## config.mk

```make
export PLATFORM = sky130hd
export DESIGN_NAME = timer_output_compare_pair
export DESIGN_NICKNAME = d
export VERILOG_FILES = /design/src/pkg/timer_oc_pkg.sv /design/src/hw/match_channel.sv /design/src/hw/timer_output_compare_pair.sv
export VERILOG_INCLUDE_DIRS = /design/src /design/src/pkg
export SDC_FILE = /design/constraint.sdc
export NUM_CORES = 1
export LEC_CHECK = 0
export ABC_CLOCK_PERIOD_IN_PS = 6300
export BUFFER_PORTS_ARGS = -buffer_cell sky130_fd_sc_hd__buf_2
export CORE_MARGIN = 1
export CORE_UTILIZATION = 60
export DETAILED_ROUTE_END_ITERATION = 8
export PLACE_DENSITY = 0.92
export SYNTH_ARGS = -nofsm -noshare
export SYNTH_HDL_FRONTEND = slang
export SYNTH_SLANG_ARGS = --single-unit
```

## constraint.sdc

```tcl
create_clock -name mclk -period 6.3 [get_ports mclk]
set_input_delay 0.945 -clock mclk [delete_from_list [all_inputs] [get_ports mclk]]
set_output_delay 0.945 -clock mclk [all_outputs]
set_load 0.01 [all_outputs]
```

## src/pkg/timer_oc_map.svh

```systemverilog
// offsets, field positions and reset values of the output compare pair
// assumes: included by bare name from pkg/ on the include path
`ifndef TIMER_OC_MAP_SVH
`define TIMER_OC_MAP_SVH

// compare byte registers
`define COMPARE_ONE_HIGH 8'h22
`define COMPARE_ONE_LOW 8'h23
`define COMPARE_TWO_HIGH 8'h26
`define COMPARE_TWO_LOW 8'h27

// control, flag and counter registers
`define TIMER_CONTROL_REG 8'h2e
`define TIMER_FLAG_REGISTER 8'h2f
`define COUNT_HIGH_REG 8'h30
`define COUNT_LOW_REG 8'h31

// control field positions
`define CTRL_WIDTH 6
`define CTRL_RESET 6'h00

// reset values
`define COUNT_RESET 16'hfffc
`define RDATA_RESET 8'h00
`define CAPTURE_CLEAR 16'h0000

`endif

```

## src/pkg/timer_oc_pkg.sv

```systemverilog
// types shared by the output compare pair and its channel module
// assumes: compiled before any file under hw/
package timer_oc_pkg;

  // one timer count spans four bus clocks, one phase each
  typedef enum logic [1:0] {
    timer_phase_idle = 2'b00,
    timer_phase_compare = 2'b01,
    timer_phase_sample = 2'b10,
    timer_phase_flag = 2'b11
  } timer_phase_t;

  typedef struct packed {
    logic [7:0] addr;
    logic [7:0] wdata;
    logic wr;
    logic rd;
  } bus_req_t;

  // index 0 is channel one, index 1 channel two
  typedef struct packed {
    logic [1:0] irq_enable;
    logic [1:0] pin_level;
    logic [1:0] cap_rise;
  } ctrl_t;

endpackage : timer_oc_pkg

```

## src/hw/match_channel.sv

```systemverilog
// one 16-bit output compare channel: value bytes, inhibit, flag, level latch
// assumes: phase strobes and counter come from the parent timer
`timescale 1ns/1ps

module match_channel
  import timer_oc_pkg::*;
(
  // clock and reset
  input wire logic mclk,
  input wire logic rst,
  // byte writes and flag-clearing reads
  input wire logic wr_high,
  input wire logic wr_low,
  input wire logic [7:0] wdata,
  input wire logic read_status,
  input wire logic read_low,
  // timer phase strobes and counter
  input wire logic at_compare,
  input wire logic at_flag,
  input wire logic [15:0] count,
  input wire logic level_bit,
  // channel state
  output logic [15:0] value_q,
  output logic flag_q,
  output logic pin_q
);

  logic inhibit_q;
  logic hit_q;
  logic clear_armed_q;

  // ==========================================================
  // compare value: no reset, contents survive it
  always_ff @(posedge mclk) begin
    if (wr_high) begin
      value_q[15:8] <= wdata;
    end
    if (wr_low) begin
      value_q[7:0] <= wdata;
    end
  end

  // ==========================================================
  // high byte write holds off compares until the low byte lands
  always_ff @(posedge mclk) begin
    if (rst) begin
      inhibit_q <= 1'b0;
    end else if (wr_high) begin
      inhibit_q <= 1'b1;
    end else if (wr_low) begin
      inhibit_q <= 1'b0;
    end
  end

  // ==========================================================
  // match found at the compare phase, acted on at the flag phase
  always_ff @(posedge mclk) begin
    if (rst) begin
      hit_q <= 1'b0;
    end else if (at_compare) begin
      hit_q <= !inhibit_q && (value_q == count);
    end else if (at_flag) begin
      hit_q <= 1'b0;
    end
  end

  // ==========================================================
  // flag has no reset; a new match beats a clear in the same cycle
  always_ff @(posedge mclk) begin
    if (at_flag && hit_q) begin
      flag_q <= 1'b1;
    end else if (read_low && clear_armed_q) begin
      flag_q <= 1'b0;
    end
  end

  always_ff @(posedge mclk) begin
    if (rst) begin
      clear_armed_q <= 1'b0;
    end else if (read_status && flag_q) begin
      clear_armed_q <= 1'b1;
    end else if (read_low) begin
      clear_armed_q <= 1'b0;
    end
  end

  // level moves to the pin latch on every match, flag set or not
  always_ff @(posedge mclk) begin
    if (rst) begin
      pin_q <= 1'b0;
    end else if (at_flag && hit_q) begin
      pin_q <= level_bit;
    end
  end

endmodule : match_channel

```

## src/hw/timer_output_compare_pair.sv

```systemverilog
// output compare pair of the free-running timer, with halt and capture arming
// assumes: one bus clock mclk, synchronous inputs, a single-cycle rd/wr strobe
// How it works
// - compare value is high then low byte
// - compare once per four bus clocks
// - match sets flag, drives level to pin
// - interrupt only when enable bit set
// - high byte write inhibits until low write
// - byte write leaves other byte alone
// - level transfers even when flag already set
// - compare values and compare flags ignore reset
// - input-configured pin is undriven from the next clock on
// - counter keeps running during wait
// - halt freezes counter, resumes on wake
// - reset loads counter with fffc
// - capture edge in halt arms, flags later
// - reset out of halt drops capture
// - compare at compare phase, flag at flag phase
// - capture edge flags at next flag phase
// - flag clears by status then low read
// - counter advances every four bus clocks
`timescale 1ns/1ps
`include "timer_oc_map.svh"

module timer_output_compare_pair
  import timer_oc_pkg::*;
(
  // clock and reset
  input wire logic mclk,
  input wire logic rst,
  // internal register bus
  input wire bus_req_t bus_req,
  output logic [7:0] bus_rdata_q,
  // low-power state
  input wire logic halt_req,
  // compare pin direction from the shared port
  input wire logic [1:0] pin_is_input,
  // capture inputs and their flag clears
  input wire logic [1:0] capture_input_pins,
  input wire logic [1:0] capture_flag_clear,
  // compare pins
  output logic match_out_pin_one,
  output logic match_out_pin_two,
  output logic match_out_oe_one,
  output logic match_out_oe_two,
  // interrupt requests
  output logic [1:0] match_irq_q,
  // capture results
  output logic [1:0] capture_flag_q,
  output logic [1:0][15:0] capture_value_q,
  // free-running counter
  output logic [15:0] timer_count_q
);

  localparam logic [7:0] HIGH_OFF [2] = '{`COMPARE_ONE_HIGH, `COMPARE_TWO_HIGH};
  localparam logic [7:0] LOW_OFF [2] = '{`COMPARE_ONE_LOW, `COMPARE_TWO_LOW};

  // ==========================================================
  // address decode
  function automatic logic hit(input logic [7:0] addr, input logic [7:0] off);
    hit = (addr == off);
  endfunction : hit

  timer_phase_t phase_q;
  ctrl_t ctrl_q;
  logic at_compare;
  logic at_flag;
  logic read_status;
  logic [1:0] wr_high;
  logic [1:0] wr_low;
  logic [1:0] read_low;
  logic [1:0] match_flag;
  logic [1:0] match_pin;
  logic [1:0][15:0] match_value;
  logic [1:0] match_out_oe_q;
  logic [1:0] cap_prev_q;
  logic [1:0] cap_pend_q;
  logic [1:0] cap_edge;
  logic [1:0] cap_take;

  // ==========================================================
  // timer phase sequencer
  // the whole timer runs while the processor waits; only halt stops it
  always_ff @(posedge mclk) begin
    if (rst) begin
      phase_q <= timer_phase_idle;
    end else if (!halt_req) begin
      case (phase_q)
        timer_phase_idle: begin
          phase_q <= timer_phase_compare;
        end
        timer_phase_compare: begin
          phase_q <= timer_phase_sample;
        end
        timer_phase_sample: begin
          phase_q <= timer_phase_flag;
        end
        timer_phase_flag: begin
          phase_q <= timer_phase_idle;
        end
        default: begin
          phase_q <= timer_phase_idle;
        end
      endcase
    end
  end

  // a phase frozen by halt must not fire its strobe again and again
  assign at_compare = (phase_q == timer_phase_compare) && !halt_req;
  assign at_flag = (phase_q == timer_phase_flag) && !halt_req;

  // ==========================================================
  // free-running counter
  always_ff @(posedge mclk) begin
    if (rst) begin
      timer_count_q <= `COUNT_RESET;
    end else if (at_flag) begin
      timer_count_q <= timer_count_q + 16'h0001;
    end
  end

  // ==========================================================
  // bus strobes
  assign read_status = bus_req.rd && hit(bus_req.addr, `TIMER_FLAG_REGISTER);

  // ==========================================================
  // control register
  always_ff @(posedge mclk) begin
    if (rst) begin
      ctrl_q <= ctrl_t'(`CTRL_RESET);
    end else if (bus_req.wr && hit(bus_req.addr, `TIMER_CONTROL_REG)) begin
      ctrl_q <= ctrl_t'(bus_req.wdata[`CTRL_WIDTH-1:0]);
    end
  end

  // ==========================================================
  // compare channels
  genvar gi;
  generate
    for (gi = 0; gi < 2; gi++) begin : g_chan
      assign wr_high[gi] = bus_req.wr && hit(bus_req.addr, HIGH_OFF[gi]);
      assign wr_low[gi] = bus_req.wr && hit(bus_req.addr, LOW_OFF[gi]);
      assign read_low[gi] = bus_req.rd && hit(bus_req.addr, LOW_OFF[gi]);

      match_channel u_chan (
        .mclk(mclk),
        .rst(rst),
        .wr_high(wr_high[gi]),
        .wr_low(wr_low[gi]),
        .wdata(bus_req.wdata),
        .read_status(read_status),
        .read_low(read_low[gi]),
        .at_compare(at_compare),
        .at_flag(at_flag),
        .count(timer_count_q),
        .level_bit(ctrl_q.pin_level[gi]),
        .value_q(match_value[gi]),
        .flag_q(match_flag[gi]),
        .pin_q(match_pin[gi])
      );
    end
  endgenerate

  // ==========================================================
  // compare pins
  // the level latch keeps running when the pin is an input, so turning the
  // pin back to output shows the latest result rather than a stale one
  always_ff @(posedge mclk) begin
    if (rst) begin
      match_out_oe_q <= 2'b00;
    end else begin
      match_out_oe_q <= ~pin_is_input;
    end
  end

  assign match_out_pin_one = match_pin[0];
  assign match_out_pin_two = match_pin[1];
  assign match_out_oe_one = match_out_oe_q[0];
  assign match_out_oe_two = match_out_oe_q[1];

  // ==========================================================
  // interrupt requests
  always_ff @(posedge mclk) begin
    if (rst) begin
      match_irq_q <= 2'b00;
    end else begin
      match_irq_q <= match_flag & ctrl_q.irq_enable;
    end
  end

  // ==========================================================
  // capture edge detect
  generate
    for (gi = 0; gi < 2; gi++) begin : g_cap
      assign cap_edge[gi] = ctrl_q.cap_rise[gi] ?
        (capture_input_pins[gi] && !cap_prev_q[gi]) :
        (!capture_input_pins[gi] && cap_prev_q[gi]);
      // during halt only the first edge counts; later ones are dropped
      assign cap_take[gi] = cap_edge[gi] && !(halt_req && cap_pend_q[gi]);

      always_ff @(posedge mclk) begin
        if (rst) begin
          cap_prev_q[gi] <= 1'b0;
        end else begin
          cap_prev_q[gi] <= capture_input_pins[gi];
        end
      end

      // pending edge waits for the next flag phase; halt holds it armed
      always_ff @(posedge mclk) begin
        if (rst) begin
          cap_pend_q[gi] <= 1'b0;
        end else if (at_flag) begin
          cap_pend_q[gi] <= cap_take[gi];
        end else if (cap_take[gi]) begin
          cap_pend_q[gi] <= 1'b1;
        end
      end

      // value is one past the count seen at the edge
      always_ff @(posedge mclk) begin
        if (rst && halt_req) begin
          capture_value_q[gi] <= `CAPTURE_CLEAR;
        end else if (!rst && cap_take[gi]) begin
          capture_value_q[gi] <= timer_count_q + 16'h0001;
        end
      end

      // set wins over a clear arriving in the same cycle
      always_ff @(posedge mclk) begin
        if (rst) begin
          capture_flag_q[gi] <= 1'b0;
        end else if (at_flag && cap_pend_q[gi]) begin
          capture_flag_q[gi] <= 1'b1;
        end else if (capture_flag_clear[gi]) begin
          capture_flag_q[gi] <= 1'b0;
        end
      end
    end
  endgenerate

  // ==========================================================
  // register read data, one cycle after the read strobe
  always_ff @(posedge mclk) begin
    if (rst) begin
      bus_rdata_q <= `RDATA_RESET;
    end else if (bus_req.rd) begin
      if (hit(bus_req.addr, `COMPARE_ONE_HIGH)) begin
        bus_rdata_q <= match_value[0][15:8];
      end else if (hit(bus_req.addr, `COMPARE_ONE_LOW)) begin
        bus_rdata_q <= match_value[0][7:0];
      end else if (hit(bus_req.addr, `COMPARE_TWO_HIGH)) begin
        bus_rdata_q <= match_value[1][15:8];
      end else if (hit(bus_req.addr, `COMPARE_TWO_LOW)) begin
        bus_rdata_q <= match_value[1][7:0];
      end else if (hit(bus_req.addr, `TIMER_CONTROL_REG)) begin
        bus_rdata_q <= {2'b00, ctrl_q};
      end else if (hit(bus_req.addr, `TIMER_FLAG_REGISTER)) begin
        bus_rdata_q <= {4'h0, capture_flag_q, match_flag};
      end else if (hit(bus_req.addr, `COUNT_HIGH_REG)) begin
        bus_rdata_q <= timer_count_q[15:8];
      end else if (hit(bus_req.addr, `COUNT_LOW_REG)) begin
        bus_rdata_q <= timer_count_q[7:0];
      end else begin
        bus_rdata_q <= `RDATA_RESET;
      end
    end
  end

endmodule : timer_output_compare_pair

```

==> impl_metrics.json <==
{
  "finalCriticalPeriod_ns": 2.462,
  "area_growth_pct": 17.81,
  "synth_edf_count": 32,
  "placed_area_um2": 5866,
  "seq_power_share_pct": 43.9,
  "syn_area_per_cell_um2": 9.825,
  "crit-reg2reg-launch": "timer_count_q[0]",
  "arrival_ns": 2.62,
  "detail_route.wl_per_cell_um": 18.68,
  "met1_usage_pct": 37.25,
  "ir_drop_uv": 303.4,
  "grt_pass1_wl_um": 22020,
  "use_met2_pct": 49.30,
  "power_leakage_nw": 2.520,
  "status": "finished clean",
  "grt_max_degree": 55,
  "swShare_pct": 22.39,
  "firstDrtPassIters": 6,
  "path_max_fanout": 22,
  "endpoint_kind": "register",
  "worst-path-buf-inv": 2,
  "ioPinCount": 91,
  "maxCapViolations": 0,
  "power.density_nw_per_um2": 285.0,
  "nNetsFinal": 654,
  "routabilityCongestion": 0.9632,
  "dr.first_iter.drc_count": 382,
  "grt_pass1_vias": 4362,
  "period_share_pct": 39.08,
  "required_ns": 6.46,
  "cts.sinks": 116,
  "cts_setup_buffers": 0,
  "port_buffers": 90,
  "slowest_delay_ns": 0.53,
  "final_cell_area_um2": 6424,
  "ys_seq_elements": 116,
  "slew_headroom_pct": 34.74,
  "grt_usage_pct": 30.13,
  "cp_top_family": "simple AND/OR/NAND/NOR gates",
  "fill_cells": 609,
  "startpoint": "bus_req[17]",
  "syn_area_um2": 5453,
  "drc": 0,
  "multi_input_area_um2": 2574,
  "routed_wirelength_um": 13880,
  "async_flop_share_pct": 0,
  "synth_fp_nets": 587,
  "htree_levels": 4,
  "cts_tree": "yes",
  "num_vias": 4539,
  "grt_use_met3_pct": 6.475,
  "dp_hpwl_um": 9556,
  "die_area_um2": 9473,
  "cts_buffers": 17,
  "syn_inst": 555,
  "row_count": 34,
  "crit_chain": "buf_2 -> or3b_4 -> nor4b_4 -> buf_4 -> nand2_1 -> nor2_1",
  "cts_resized": 0,
  "ctsHoldBuffers": 0,
  "hold_violations": 0,
  "synthFlopType": "dfxtp_1",
  "fin_tns_setup_ns": 0,
  "slew_violations": 0,
  "clock_power_share_pct": 49.4,
  "regArea_um2": 2643,
  "grt_busiest_layer": "met2",
  "critPathLaunchType": "input port",
  "yosysWarnings": 0,
  "whs_ns": 0.4524,
  "cts_buffer_depth": 2,
  "start_util_pct": 62.22,
  "worst_pin_slew_ns": 0.9790,
  "antenna_found_initial": 0,
  "diodes": 0,
  "hp-start": "g_chan[0].u_chan.pin_q",
  "skew_ns": 0.01095,
  "cts_root_buf": "clkbuf_8",
  "comb_power_share_pct": 6.7,
  "clk_latency_ns": 0.53,
  "core_um2": 8763,
  "hold_class": "register to register",
  "grt.overflow.total": 0,
  "drt-vias-per-instance": 6.109,
  "rsz0062_at_grt": "false",
  "cts.clk_slew.worst_paths_ns": 0.05,
  "drive_gt1_share_pct": 21.89,
  "max_freq_mhz": 406.2,
  "intPower_mw": 1.421,
  "path_class": "input port to register",
  "die_x_um": 97.33,
  "ys_types": 61,
  "setup_violations": 0,
  "ant_nets": 0,
  "die_h_um": 97.33,
  "slowest_stage": "nor2_1",
  "net-switching-power_mw": 0.4098,
  "ys_seq_area_share_pct": 48.46
}
## power groups by stage
stage	Clock, mW	Sequential, mW	Combinational [mW]
after global routing	0.939	0.806	0.134
after global placement	0	0.817	0.116
after CTS	0.910	0.804	0.122
after floorplan	0	0.827	0.0645
final	0.904	0.804	0.122
after detailed placement	0	0.819	0.121
## worst min-delay path, stage by stage, from the launching register on
cell	delay (ns)
dfxtp_1	0.30
nand2_1	0.05
a21oi_1	0.05
## path summary, 6_finish.rpt
check	to	slack [ns]	cells past startpoint
max	g_chan[0].u_chan.value_q[7]	3.84	6
min	g_chan[0].u_chan.pin_q	0.45	2
max reg2reg	timer_count_q[12]	3.99	6
min reg2reg	g_chan[0].u_chan.pin_q	0.45	2
## layout by cell type, fill, tap and decap left out, drive strengths merged, types with 10 or more instances in the layout
cell	netlist	routed
nand2	31	31
nand3	13	13
nor2	59	59
inv	11	12
o21ai	18	18
xnor2	21	21
clkbuf	25	22
edfxtp	32	32
dfxtp	84	84
nand4	10	10
a21oi	31	31
nor4	10	10
xor2	35	35
nor3	17	17
a211oi	24	24
nand2b	18	18
buf	20	93
mux2i	19	19
## metrics by stage
step / worst slack (ns) / util, % / total power [mW] / cells
2_1_floorplan: 3.668 / - / 0.8916 / 555
3_3_place_gp: 3.408 / 66.93 / 0.9329 / 711
3_5_place_dp: 3.324 / 66.93 / 0.9396 / 711
4_1_cts: 3.869 / 73.30 / 1.836 / 743
5_1_grt: 3.746 / 73.30 / 1.879 / 743
6_report: 3.838 / 73.30 / 1.831 / 743
## cell usage after synthesis (all sizes together), types with 3 or more instances
cell    instances  area share (%)
nor2           59             4.1
a211oi         24             3.3
mux2i          19             3.5
xnor2          21             3.4
dfxtp          84              31
o21ai          18             1.7
inv            11            0.76
nand3          13             1.3
and2            3            0.34
xor2           35             5.6
a21oi          31             2.8
nand2          31             2.3
nand4          10             1.1
nor2b           9             1.0
nand2b         18             2.1
ha              5             1.1
mux4            3             1.2
nor3           17             1.7
buf            20             2.0
and3            6            0.69
o21bai          3            0.41
or3b            4            0.69
edfxtp         32              18
clkbuf         25             1.7
a22oi           6            0.83
nor4           10             1.1
nand3b          3            0.41
nor4b           3             1.0
a221oi          6             1.1
## cell type report
cell class | count | area share (%)
Clock buffer | 22 | 7.071
Sequential cell | 116 | 41.14
Inverter | 11 | 0.6428
Multi-Input combinational cell | 383 | 40.07
Timing Repair Buffer | 93 | 7.363
Tap cell | 108 | 2.104
Clock inverter | 10 | 1.617
## layer usage
metal / up-vias / routed length (µm)
met4: 0 / 484
met3: 49 / 1143
met1: 2151 / 5548
met2: 238 / 6702
li1: 2101 / -
met5: - / 0
## state kept, by name, indices dropped and copies added (netlist names), 6 cells and up
| signal | count |
|---|---|
| g_chan.u_chan.value_q | 32 |
| ctrl_q | 6 |
| bus_rdata_q | 8 |
| timer_count_q | 16 |
| capture_value_q | 32 |
## logic make-up (layout without fill, tap and decap cells)
group / count (synthesis) / count (layout) / synth area share (%)
xor gates and xnor gates: 56 / 56 / 8.995
DFF: 116 / 116 / 48.46
buffers and inverters: 56 / 136 / 4.452
and+or+nand+nor: 199 / 199 / 20.03
adders and majority gates: 5 / 5 / 1.147
muxes: 23 / 23 / 4.933
AOI/OAI and AO/OA: 100 / 100 / 11.98
No activity file was read; power rests on OpenSTA's default activity.
